`src/verilog/term_regs.svh`:
```
`ifndef TERM_REGS_SVH
`define TERM_REGS_SVH
// bus widths
`define DATA_W 16
`define ADDR_W 16
`define TA_W 5
`define SA_W 5
// command word fields
`define CMD_TA_F 15:11
`define CMD_TR_BIT 10
`define CMD_SA_F 9:5
`define CMD_CNT_F 4:0
// subaddress values that mark a mode code
`define SA_MODE_LO 5'h00
`define SA_MODE_HI 5'h1f
// position of the subaddress/mode bit that doubles as counter msb
`define SA_CNT_BIT 2
// least pulse length in clock cycles
`define PULSE_CYC 4'h1
// host access latency in clock cycles before ready
`define READY_LAT 4'h2
// reset values
`define ZERO16 16'h0000
`endif
```
`src/verilog/term_pkg.sv`:
```
package term_pkg;
   // operating role of the terminal
   typedef enum logic [1:0] {role_idle_t_v, role_bc, role_rt, role_mon} role_t;
   // host access sequencer states
   typedef enum logic [1:0] {h_idle, h_wait, h_ready, h_done} host_state_t;
endpackage

```
`src/verilog/term_if.sv`:
```
`timescale 1ns/100ps
interface term_if;
   // host strobes and enables
   logic select_n;
   logic data_strobe_n;
   logic rd_wr;
   logic mem_reg;
   logic host_ready_n;
   logic [15:0] addr;
   logic [15:0] data_from_host;
   logic data_host_oe;
   logic [15:0] data_from_dev;
   logic data_dev_oe;
   logic interrupt_n;
   logic memory_write_pulse_n;
   logic ram_enable_out_n;
   logic internal_ram_enable_in_n;
   logic companion_bus_enable_n;
   logic time_tag_enable_n;
   logic master_clear_n;
   // terminal status
   logic address_match_pulse_n;
   logic address_parity_error_n;
   logic tx_rx_bit;
   logic [4:0] subaddr_mode;
   logic mode_code_flag;
   logic in_message;
   modport device (
      input select_n, data_strobe_n, rd_wr, mem_reg, addr, data_from_host, data_host_oe,
      input internal_ram_enable_in_n, master_clear_n,
      output host_ready_n, data_from_dev, data_dev_oe, interrupt_n, memory_write_pulse_n,
      output ram_enable_out_n, companion_bus_enable_n, time_tag_enable_n,
      output address_match_pulse_n, address_parity_error_n, tx_rx_bit, subaddr_mode,
      output mode_code_flag, in_message
   );
   modport host (
      output select_n, data_strobe_n, rd_wr, mem_reg, addr, data_from_host, data_host_oe,
      output internal_ram_enable_in_n, master_clear_n,
      input host_ready_n, data_from_dev, data_dev_oe, interrupt_n, memory_write_pulse_n,
      input ram_enable_out_n, companion_bus_enable_n, time_tag_enable_n,
      input address_match_pulse_n, address_parity_error_n, tx_rx_bit, subaddr_mode,
      input mode_code_flag, in_message
   );
endinterface

```
`src/verilog/term_device.sv`:
```
// Function
// - low pulse when command address matches straps
// - parity error low on even strap parity
// - hold latched transmit/receive bit per command
// - output subaddress/mode field; bit2 counter msb
// - in-message high during bc/rt transfer
// - master clear resets all logic except the pin synchronisers and the ram
// - interrupt is a pulse, not level
// - strobes ignored while select inactive
// - ready marks write taken or read data
// - memory write pulse per word written
// - internal ram enable tied to enable out
// - bus enable drives companion onto bus
// - monitor asserts tag enable for time tag
// - data bus 16 bits, bit 15 msb
// - address bus 16 bits, bit 0 lsb
// - host starts cycle with strobe and select
// - host read/write defines transfer direction
// - host memory/register select chooses target
// - mode code flag high selects mode code
`timescale 1ns/100ps
`include "term_regs.svh"
module term_device #(
   parameter int MEM_DEPTH = 256
) (
   input wire logic core_clk,
   input wire logic reset_n,
   term_if.device hb,
   input wire logic [`TA_W-1:0] terminal_address_straps,
   input wire logic address_parity_strap,
   input wire logic cmd_valid,
   input wire logic [`DATA_W-1:0] cmd_word,
   input wire logic cmd_done,
   input wire term_pkg::role_t role,
   input wire logic word_write,
   input wire logic [`DATA_W-1:0] word_data,
   input wire logic [`ADDR_W-1:0] word_addr,
   input wire logic tag_word,
   input wire logic event_irq,
   input wire logic companion_access,
   output logic transfer_counter_msb
);
   import term_pkg::*;
   // synchronised host pins
   logic sel_s1, sel_s2, stb_s1, stb_s2, rw_s1, rw_s2, mr_s1, mr_s2, mc_s1, mc_s2;
   logic rst_all_n; // combined reset, master clear included
   logic [`TA_W-1:0] ta_r; // straps caught after reset
   logic tap_r;
   logic [`DATA_W-1:0] mem [MEM_DEPTH]; // shared ram
   logic [`DATA_W-1:0] regs_r; // single internal register
   host_state_t hs_r;
   logic [3:0] lat_r; // ready latency counter
   logic [`DATA_W-1:0] rdata_r;
   logic rdoe_r, rdy_r, wr_r, irq_r, match_r, perr_r, tr_r, mcf_r, inmsg_r, ten_r, ben_r;
   logic [`SA_W-1:0] sa_r;
   logic ena_r;
   logic [`ADDR_W-1:0] a_s;
   logic is_mode; // command subaddress marks a mode code
   // pin synchronisers
   always_ff @(posedge core_clk or negedge reset_n)
   begin
      if (!reset_n)
      begin
         {sel_s1, sel_s2, stb_s1, stb_s2, mc_s1, mc_s2} <= 6'h3f;
         {rw_s1, rw_s2, mr_s1, mr_s2} <= 4'h0;
      end
      else
      begin
         sel_s1 <= hb.select_n;
         sel_s2 <= sel_s1;
         stb_s1 <= hb.data_strobe_n;
         stb_s2 <= stb_s1;
         rw_s1 <= hb.rd_wr;
         rw_s2 <= rw_s1;
         mr_s1 <= hb.mem_reg;
         mr_s2 <= mr_s1;
         mc_s1 <= hb.master_clear_n;
         mc_s2 <= mc_s1;
      end
   end
   assign rst_all_n = reset_n & mc_s2;
   assign a_s = hb.addr; // stable while strobe held
   // both reserved subaddress values mean a mode code follows
   assign is_mode = (cmd_word[`CMD_SA_F] == `SA_MODE_LO) || (cmd_word[`CMD_SA_F] == `SA_MODE_HI);
   // straps sampled every cycle after release
   always_ff @(posedge core_clk or negedge rst_all_n)
   begin
      if (!rst_all_n)
      begin
         ta_r <= '0;
         tap_r <= 1'b0;
      end
      else
      begin
         ta_r <= terminal_address_straps;
         tap_r <= address_parity_strap;
      end
   end
   // command decode and status
   always_ff @(posedge core_clk or negedge rst_all_n)
   begin
      if (!rst_all_n)
      begin
         match_r <= 1'b0;
         tr_r <= 1'b0;
         sa_r <= '0;
         mcf_r <= 1'b0;
         perr_r <= 1'b0;
      end
      else
      begin
         perr_r <= ~(^{ta_r, tap_r});
         match_r <= cmd_valid && (cmd_word[`CMD_TA_F] == ta_r);
         if (cmd_valid)
         begin
            tr_r <= cmd_word[`CMD_TR_BIT];
            sa_r <= is_mode ? cmd_word[`CMD_CNT_F] : cmd_word[`CMD_SA_F];
            mcf_r <= is_mode;
         end
      end
   end
   // message, tag, enables, events
   always_ff @(posedge core_clk or negedge rst_all_n)
   begin
      if (!rst_all_n)
      begin
         inmsg_r <= 1'b0;
         ten_r <= 1'b0;
         ben_r <= 1'b0;
         irq_r <= 1'b0;
      end
      else
      begin
         if (cmd_valid && (role == role_bc || role == role_rt))
            inmsg_r <= 1'b1;
         else if (cmd_done)
            inmsg_r <= 1'b0;
         ten_r <= (role == role_mon) && tag_word;
         ben_r <= companion_access;
         irq_r <= event_irq & ~irq_r; // one cycle pulse
      end
   end
   // host sequencer
   always_ff @(posedge core_clk or negedge rst_all_n)
   begin
      if (!rst_all_n)
      begin
         hs_r <= h_idle;
         lat_r <= 4'h0;
         rdy_r <= 1'b0;
         rdoe_r <= 1'b0;
         rdata_r <= `ZERO16;
         regs_r <= `ZERO16;
         wr_r <= 1'b0;
         ena_r <= 1'b0;
      end
      else
      begin
         wr_r <= 1'b0;
         case (hs_r)
            h_idle:
            begin
               if (!sel_s2 && !stb_s2)
               begin
                  hs_r <= h_wait;
                  lat_r <= `READY_LAT;
                  ena_r <= mr_s2 & ~rw_s2;
               end
               else if (word_write)
               begin
                  mem[word_addr[$clog2(MEM_DEPTH)-1:0]] <= word_data;
                  wr_r <= 1'b1;
               end
            end
            h_wait:
            begin
               if (lat_r > `PULSE_CYC)
                  lat_r <= lat_r - 4'h1;
               else
               begin
                  hs_r <= h_ready;
                  rdy_r <= 1'b1;
                  if (rw_s2) // read
                  begin
                     rdoe_r <= 1'b1;
                     rdata_r <= mr_s2 ? mem[a_s[$clog2(MEM_DEPTH)-1:0]] : regs_r;
                  end
                  else if (mr_s2 && !hb.internal_ram_enable_in_n)
                  begin
                     mem[a_s[$clog2(MEM_DEPTH)-1:0]] <= hb.data_from_host;
                     wr_r <= 1'b1;
                  end
                  else if (!mr_s2)
                     regs_r <= hb.data_from_host;
               end
            end
            h_ready:
            begin
               if (stb_s2 || sel_s2)
               begin
                  hs_r <= h_idle;
                  rdy_r <= 1'b0;
                  rdoe_r <= 1'b0;
                  ena_r <= 1'b0;
               end
            end
            default: hs_r <= h_idle;
         endcase
      end
   end
   assign hb.address_match_pulse_n = ~match_r;
   assign hb.address_parity_error_n = ~perr_r;
   assign hb.tx_rx_bit = tr_r;
   assign hb.subaddr_mode = sa_r;
   assign transfer_counter_msb = sa_r[`SA_CNT_BIT];
   assign hb.mode_code_flag = mcf_r;
   assign hb.in_message = inmsg_r;
   assign hb.interrupt_n = ~irq_r;
   assign hb.host_ready_n = ~rdy_r;
   assign hb.data_from_dev = rdata_r;
   assign hb.data_dev_oe = rdoe_r;
   assign hb.memory_write_pulse_n = ~wr_r;
   assign hb.ram_enable_out_n = ~ena_r;
   assign hb.companion_bus_enable_n = ~ben_r;
   assign hb.time_tag_enable_n = ~ten_r;
endmodule

```
`src/flat_wrapper.sv`:
```
// flat-port wrapper written by rule: the top's interface ports become plain ports
module term_device_flat import term_pkg::*;
#(
   parameter int MEM_DEPTH = 256
)
  (core_clk, reset_n, terminal_address_straps, address_parity_strap, cmd_valid, cmd_word, cmd_done, role, word_write, word_data, word_addr, tag_word, event_irq, companion_access, transfer_counter_msb, hb_select_n, hb_data_strobe_n, hb_rd_wr, hb_mem_reg, hb_addr, hb_data_from_host, hb_data_host_oe, hb_internal_ram_enable_in_n, hb_master_clear_n, hb_host_ready_n, hb_data_from_dev, hb_data_dev_oe, hb_interrupt_n, hb_memory_write_pulse_n, hb_ram_enable_out_n, hb_companion_bus_enable_n, hb_time_tag_enable_n, hb_address_match_pulse_n, hb_address_parity_error_n, hb_tx_rx_bit, hb_subaddr_mode, hb_mode_code_flag, hb_in_message);
  term_if hb_i ();
  input wire logic core_clk;
  input wire logic reset_n;
  input wire logic [`TA_W-1:0] terminal_address_straps;
  input wire logic address_parity_strap;
  input wire logic cmd_valid;
  input wire logic [`DATA_W-1:0] cmd_word;
  input wire logic cmd_done;
  input wire term_pkg::role_t role;
  input wire logic word_write;
  input wire logic [`DATA_W-1:0] word_data;
  input wire logic [`ADDR_W-1:0] word_addr;
  input wire logic tag_word;
  input wire logic event_irq;
  input wire logic companion_access;
  output logic transfer_counter_msb;
  input wire logic [$bits(hb_i.select_n)-1:0] hb_select_n;
  input wire logic [$bits(hb_i.data_strobe_n)-1:0] hb_data_strobe_n;
  input wire logic [$bits(hb_i.rd_wr)-1:0] hb_rd_wr;
  input wire logic [$bits(hb_i.mem_reg)-1:0] hb_mem_reg;
  input wire logic [$bits(hb_i.addr)-1:0] hb_addr;
  input wire logic [$bits(hb_i.data_from_host)-1:0] hb_data_from_host;
  input wire logic [$bits(hb_i.data_host_oe)-1:0] hb_data_host_oe;
  input wire logic [$bits(hb_i.internal_ram_enable_in_n)-1:0] hb_internal_ram_enable_in_n;
  input wire logic [$bits(hb_i.master_clear_n)-1:0] hb_master_clear_n;
  output wire logic [$bits(hb_i.host_ready_n)-1:0] hb_host_ready_n;
  output wire logic [$bits(hb_i.data_from_dev)-1:0] hb_data_from_dev;
  output wire logic [$bits(hb_i.data_dev_oe)-1:0] hb_data_dev_oe;
  output wire logic [$bits(hb_i.interrupt_n)-1:0] hb_interrupt_n;
  output wire logic [$bits(hb_i.memory_write_pulse_n)-1:0] hb_memory_write_pulse_n;
  output wire logic [$bits(hb_i.ram_enable_out_n)-1:0] hb_ram_enable_out_n;
  output wire logic [$bits(hb_i.companion_bus_enable_n)-1:0] hb_companion_bus_enable_n;
  output wire logic [$bits(hb_i.time_tag_enable_n)-1:0] hb_time_tag_enable_n;
  output wire logic [$bits(hb_i.address_match_pulse_n)-1:0] hb_address_match_pulse_n;
  output wire logic [$bits(hb_i.address_parity_error_n)-1:0] hb_address_parity_error_n;
  output wire logic [$bits(hb_i.tx_rx_bit)-1:0] hb_tx_rx_bit;
  output wire logic [$bits(hb_i.subaddr_mode)-1:0] hb_subaddr_mode;
  output wire logic [$bits(hb_i.mode_code_flag)-1:0] hb_mode_code_flag;
  output wire logic [$bits(hb_i.in_message)-1:0] hb_in_message;
  assign hb_i.select_n = hb_select_n;
  assign hb_i.data_strobe_n = hb_data_strobe_n;
  assign hb_i.rd_wr = hb_rd_wr;
  assign hb_i.mem_reg = hb_mem_reg;
  assign hb_i.addr = hb_addr;
  assign hb_i.data_from_host = hb_data_from_host;
  assign hb_i.data_host_oe = hb_data_host_oe;
  assign hb_i.internal_ram_enable_in_n = hb_internal_ram_enable_in_n;
  assign hb_i.master_clear_n = hb_master_clear_n;
  assign hb_host_ready_n = hb_i.host_ready_n;
  assign hb_data_from_dev = hb_i.data_from_dev;
  assign hb_data_dev_oe = hb_i.data_dev_oe;
  assign hb_interrupt_n = hb_i.interrupt_n;
  assign hb_memory_write_pulse_n = hb_i.memory_write_pulse_n;
  assign hb_ram_enable_out_n = hb_i.ram_enable_out_n;
  assign hb_companion_bus_enable_n = hb_i.companion_bus_enable_n;
  assign hb_time_tag_enable_n = hb_i.time_tag_enable_n;
  assign hb_address_match_pulse_n = hb_i.address_match_pulse_n;
  assign hb_address_parity_error_n = hb_i.address_parity_error_n;
  assign hb_tx_rx_bit = hb_i.tx_rx_bit;
  assign hb_subaddr_mode = hb_i.subaddr_mode;
  assign hb_mode_code_flag = hb_i.mode_code_flag;
  assign hb_in_message = hb_i.in_message;
  term_device #(.MEM_DEPTH(MEM_DEPTH)) u_core (.core_clk(core_clk), .reset_n(reset_n), .hb(hb_i), .terminal_address_straps(terminal_address_straps), .address_parity_strap(address_parity_strap), .cmd_valid(cmd_valid), .cmd_word(cmd_word), .cmd_done(cmd_done), .role(role), .word_write(word_write), .word_data(word_data), .word_addr(word_addr), .tag_word(tag_word), .event_irq(event_irq), .companion_access(companion_access), .transfer_counter_msb(transfer_counter_msb));
endmodule
```
`config.mk`:
```
export PLATFORM = sky130hd
export DESIGN_NAME = term_device_flat
export DESIGN_NICKNAME = d
export VERILOG_FILES = /design/src/verilog/term_pkg.sv /design/src/verilog/term_if.sv /design/src/verilog/term_device.sv /design/src/flat_wrapper.sv
export VERILOG_INCLUDE_DIRS = /design/src /design/src/verilog
export SDC_FILE = /design/constraint.sdc
export NUM_CORES = 2
export LEC_CHECK = 0
export ABC_AREA = 1
export BUFFER_PORTS_ARGS = -buffer_cell sky130_fd_sc_hd__buf_2
export CORE_MARGIN = 4
export CORE_UTILIZATION = 55
export DETAILED_ROUTE_END_ITERATION = 6
export MAX_ROUTING_LAYER = met4
export PLACE_DENSITY_LB_ADDON = 0.25
export SYNTH_ARGS = -nofsm -noshare
export SYNTH_HDL_FRONTEND = slang
export SYNTH_SLANG_ARGS = --single-unit
```
`constraint.sdc`:
```
create_clock -name core_clk -period 5.6 [get_ports core_clk]
set_clock_uncertainty 0.1 [all_clocks]
set_input_delay 0.84 -clock core_clk [delete_from_list [all_inputs] [get_ports core_clk]]
set_output_delay 0.84 -clock core_clk [all_outputs]
set_load 0.02 [all_outputs]
```
; ---- After elaboration in Yosys (flattened, before gate mapping)
; Memories as Yosys holds them, arrays and structs flattened.
; Cells that the tools add are included.
[word_totals]
latchBits = 0
out_inout_bits = 34
memories = 1
elab_cells = 120
rom_bits = 0
regBits = 71
inputBits = 103
ramBits = 4096
[op_classes]
n_reduce_logical = 28
div_mod_pow = 0
add_sub_neg = 1
bitwise = 16
n_shift = 0
magnitude_cmp = 1
eq_ne = 12
multipliers = 0
mux = 32
[memory_table]
columns = memory, words, word_bits, rd, rd_ports_with_merged_regs, wr, line
row1 = u_core.mem, 256, 16, 1, 0, 1, term_device.sv:49  ; logic [`DATA_W-1:0] mem [MEM_DEPTH];
[op_table]
columns = operator, count
row1 = 2-to-1 mux 16 bit, 2
row2 = 2-to-1 mux 1 bit, 17
row3 = OR reduction 16 bit, 1
row4 = AND reduction 3 bit, 5
row5 = inverter 1 bit, 13
row6 = 2-to-1 mux 4 bit, 2
row7 = 2-to-1 mux 8 bit, 1
row8 = inequality test 2 x 1 -> 1 bit (second input constant), 4
row9 = one-hot mux 1 bit (2 select lines), 4
row10 = one-hot mux 4 bit (2 select lines), 1
row11 = nonzero test 2 bit, 4
row12 = logical AND 1 bit, 7
row13 = equality test 2 bit (second input constant), 3
row14 = 2-to-1 mux 2 bit, 3
row15 = one-hot mux 2 bit (3 select lines), 1
row16 = parity 6 bit, 1
row17 = equality test 5 bit, 1
row18 = equality test 5 bit (second input constant), 1
row19 = zero test 5 bit, 1
row20 = 2-to-1 mux 5 bit, 1
row21 = AND reduction 5 bit, 1
row22 = equality test 2 x 1 -> 1 bit (second input constant), 2
row23 = > comparator 4 x 1 -> 1 bit (second input constant), 1
row24 = AND reduction 4 bit, 1
row25 = other kinds (6), 12

; ---- Depth between registers and ports, before layout
[logic_depth]
depth_word = 10
depth_mapped = 17
mapped_depth_nobuf = 15

; ---- Worst setup path after synthesis
; No wires, ideal clock.
[synth_timing]
kind = input-to-reg
start = input hb_internal_ram_enable_in_n
end = memory u_core.mem[0][0] in the netlist's numbering (data pin)
n_path_buf = 2
required_time_ns = 3.311
t_arrival_ns = 11.555
stages = 7
setup_slack_ns = -8.244
path_cell_list = nor3_1 -> nand2_1 -> nor2_4 -> inv_2 -> buf_6 -> clkbuf_1 -> o21ai_0
[synth_via]
elab_chain_cells = 10
[synth_lines]
columns = item, line
row1 = start: declaration, flat_wrapper.sv:30  ; input wire logic [$bits(hb_i.internal_ram_enable_in_n)-1:0] hb_internal_ram_enable_in_n;
row2 = zero test 1 bit, term_device.sv:188  ; else if (mr_s2 && !hb.internal_ram_enable_in_n)
row3 = logical AND 1 bit, term_device.sv:188
row4 = 2-to-1 mux 1 bit, term_device.sv:188
row5 = 2-to-1 mux 1 bit (2 in series), --
row6 = 2-to-1 mux 1 bit, term_device.sv:160  ; case (hs_r)
row7 = logical AND 1 bit (implied by the code), term_device.sv:190  ; mem[a_s[$clog2(MEM_DEPTH)-1:0]] <= hb.data_from_host;
row8 = 2-to-1 mux 1 bit (implied by the code), term_device.sv:190
row9 = OR reduction 16 bit (no source line), --
row10 = 2-to-1 mux 16 bit (no source line), --
row11 = end: declaration, term_device.sv:49
; No other way between the ends.

; ---- Worst setup path in the final report
[layout_timing]
start = register u_core.hs_r[1]
end = memory u_core.mem[82][15] in the netlist's numbering, enable pin
[layout_via]
elab_chain_cells = 6
[layout_lines]
columns = item, line
row1 = start: declaration, term_device.sv:51  ; host_state_t hs_r;
row2 = start signal: assignment, term_device.sv:148  ; hs_r <= h_idle;
row3 = start signal: assignment, term_device.sv:165  ; hs_r <= h_wait;
row4 = start signal: assignment, term_device.sv:181  ; hs_r <= h_ready;
row5 = equality test 2 x 1 -> 1 bit, term_device.sv:160
row6 = 2-to-1 mux 1 bit, term_device.sv:160
row7 = logical AND 1 bit (implied by the code), term_device.sv:190
row8 = 2-to-1 mux 1 bit (implied by the code), term_device.sv:190
row9 = OR reduction 16 bit (no source line), --
row10 = 2-to-1 mux 8 bit (no source line) / 2-to-1 mux 1 bit (equally long branches), --
; Parallel ways exist; a longest one is shown, timed or not.

==> results.cfg <==
[route]
wirelength_mm = 465.6
dr.first_iter.drc_count = 15290
drc_errors = 0
dr_total_vias = 112300
first_pass_iters = 6
wire_per_inst_um = 25.25
routed_via_density = 6.091
drtAntennaViolNets = 0

[logic_synthesis]
synth-seq-area-share_pct = 74.59
synth_edf_count = 4096
synth_cells = 13980
synth.most_common_cell = nand2_1
synth_seq_cells = 4167
yosysTopAreaCell = edfxtp_1
synth_top_area_share_pct = 73.52
synth_area_leaders = edfxtp_1 (74%), nand3_1 (12%), nand2_1 (9.6%)
synth_area_um2 = 167300
synthArstFlopShare_pct = 1.704
synth_ff_type = edfxtp_1
synthTopCellsByCount = nand2_1 (4,263), edfxtp_1 (4,096), nand3_1 (4,065), clkbuf_1 (617), nor2_1 (330)
ys.warnings.count = 0
ys_types = 35
synth_area_per_cell_um2 = 11.97
syn_nets = 14090

[timing]
final-hold-violation-count = 0
worst_pin_slew_ps = 1282
finalSetupViolCount = 0
slew_headroom_pct = 14.18
maxSlewViolCount = 0
rsz0062_at_grt = no
fin_crit_ps = 4768
fin_tns_setup_ps = 0
max_freq_mhz = 209.7
finalCritPeriodShare_pct = 85.14

[final_layout]
seq_area_um2 = 124800
largest_reg_flops = 4096
multiInputGateArea_um2 = 38610
area_delta_synth_final_pct = 12.52
final_util_pct = 62.17
drive_gt1_share_pct = 9.063
nFillCells = 22400
nets = 14210

[power_and_ir_drop]
switching_share_pct = 22.76
seqPwrFrac_pct = 52.0
switchingPower_uw = 15130
combPwrFrac_pct = 6.8
pwr-share-clk_pct = 41.2
total_power_uw = 66470
peakVddDrop_mv = 0.3004
powerDensity_nw_per_um2 = 353.1
p_leak_uw = 0.06656
cell_internal_pwr_uw = 51340

[global_route]
grt_usage_pct = 29.77
antenna_found_initial = 12
grt-ovfl-total = 0
grt_pass1_vias = 105900
grt_pass1_wl_mm = 681.5
grt_start_max_net_pins = 195

[die]
start_util_pct = 55.25
ios = 137
die-width_um = 559.5
rows = 202
core_um2 = 302800
die_area_um2 = 313100
die_h_um = 559.5

[place]
hpwlAfterDp_mm = 261.9
place.port_buffers = 119
gp_congestion = 0.9391

[clocking]
post_cts_buffers = 0
numCtsBuffers = 413
clkLatencyLatePin_ps = 940
htreeDepth = 5
cts_buffer_depth = 4
cts_tree = yes
clkSinkCount = 4167
cts-root-buf = clkbuf_16
path_clk_slew_ps = 60

[setup_path]
path_class = flop to flop
cp-end-kind = flop
cp.required_ps = 6120
worstPathMaxFanout = 16
cp-start-kind = flop
arrival_ps = 5290

[status]
outcome = finished, final reports clean

[job]
cap_viol_max_count = 0

[worst_hold_path]
holdCritPathClass = input port to flop
[final timing paths]
kind,startpoint,endpoint,slack [ps],cells past startpoint
max,u_core.hs_r[1]$_DFFE_PN0P_,u_core.mem[82][15]$_DFFE_PP_,830,15
min,cmd_word[3],u_core.hb.subaddr_mode[3]$_DFFE_PN0P_,100,3
max reg2reg,u_core.hs_r[1]$_DFFE_PN0P_,u_core.mem[82][15]$_DFFE_PP_,830,15
min reg2reg,u_core.mc_s1$_DFF_PN1_,u_core.mc_s2$_DFF_PN1_,260,0
max in group asynchronous,reset_n,u_core.hb.subaddr_mode[3]$_DFFE_PN0P_,3940,5
min in group asynchronous,reset_n,u_core.rw_s1$_DFF_PN0_,180,2
[area by class of cell]
cell class | count | area share (%)
Antenna cell | 19 | 0.02526
Sequential cell | 4167 | 66.29
Inverter | 90 | 0.1967
Tap cell | 3978 | 2.644
Timing Repair Buffer | 657 | 3.218
Clock inverter | 261 | 1.371
Clock buffer | 496 | 5.746
Multi-Input combinational cell | 8772 | 20.51
[critical path, cell delays in order, from the launching register on]
cell	delay, ps
dfrtp_1	380
inv_1	130
ha_1	260
nand2_1	130
nor3_1	160
nand2_1	130
nor2_4	470
inv_2	300
o21ai_0	420
inv_1	110
nor2_1	110
inv_1	80
nor2_1	170
nand2_2	470
nor2_1	600
buf_4	380
[per-layer routing]
layer	wire length [um]	vias to the layer above	track usage [%]
met2	215800	6299	44.92
met1	177000	55070	39.80
li1	-	50000	-
met4	22590	0	12.98
met5	0	-	-
met3	50210	954	5.816
[repair_timing]
action / in CTS / in global routing
endpoints found under the hold margin: 28 / 0
hold buffers: 19 / 0
gates resized for setup: 0 / 0
[power by group through the flow]
stage               logic (uW)  clock network (uW)  registers, uW
floorplan                 2490                   0          35400
global placement          4290                   0          35200
detailed placement        4410                   0          35200
CTS                       4440               27700          34600
global route              4840               29000          34600
finish                    4500               27400          34600
[logic make-up after synthesis]
family                     after synthesis  share of synthesized area [%]
xor gates and xnor gates                11                        0.05759
buffers and inverters                 1042                          2.462
AOI/OAI and AO/OA                       64                         0.2289
DFF                                   4167                          74.59
adders and majority gates                7                        0.05235
and+or+nand+nor                       8690                          22.61
[cell usage in the layout, fill, tap and decap left out, types with 3 or more instances in the layout]
cell type | Yosys | layout
diode_2 | 0 | 19
or2_2 | 5 | 5
clkbuf_1 | 617 | 75
inv_16 | 0 | 4
clkinvlp_4 | 0 | 17
edfxtp_1 | 4096 | 4096
inv_6 | 0 | 7
clkinv_1 | 3 | 93
nand3_1 | 4065 | 4065
buf_12 | 0 | 107
dfrtp_1 | 65 | 65
nor2_4 | 7 | 7
inv_8 | 0 | 4
o21ai_0 | 42 | 26
o21ai_4 | 3 | 19
inv_1 | 77 | 74
xor2_1 | 5 | 5
clkbuf_16 | 0 | 421
o21ai_1 | 3 | 3
buf_4 | 3 | 415
nor2_1 | 330 | 330
bufinv_16 | 0 | 43
nor3_1 | 3 | 3
dfstp_2 | 6 | 6
ha_1 | 7 | 7
inv_2 | 10 | 8
a21oi_1 | 6 | 6
nand2_2 | 10 | 24
xnor2_1 | 6 | 6
nand2_1 | 4263 | 4249
buf_8 | 0 | 3
clkinv_4 | 0 | 3
clkinv_2 | 0 | 88
dlygate4sd3_1 | 0 | 19
buf_2 | 151 | 113
clkinv_8 | 0 | 4
nand4_1 | 4 | 4
clkinv_16 | 0 | 5
[per-stage QoR]
stage	hold WS (ps)	worst slack, ps	cell area (um^2)	cells
after floorplan	231.2	-849.1	167400	13980
after global placement	237.9	920.5	174600	17650
after detailed placement	235.7	943.2	174600	17650
final	98.04	832.3	188200	18440
after global routing	88.93	754.3	188200	18430
after CTS	17.13	1023	188200	18420
Note: power is estimated with default switching activity, not from simulation.
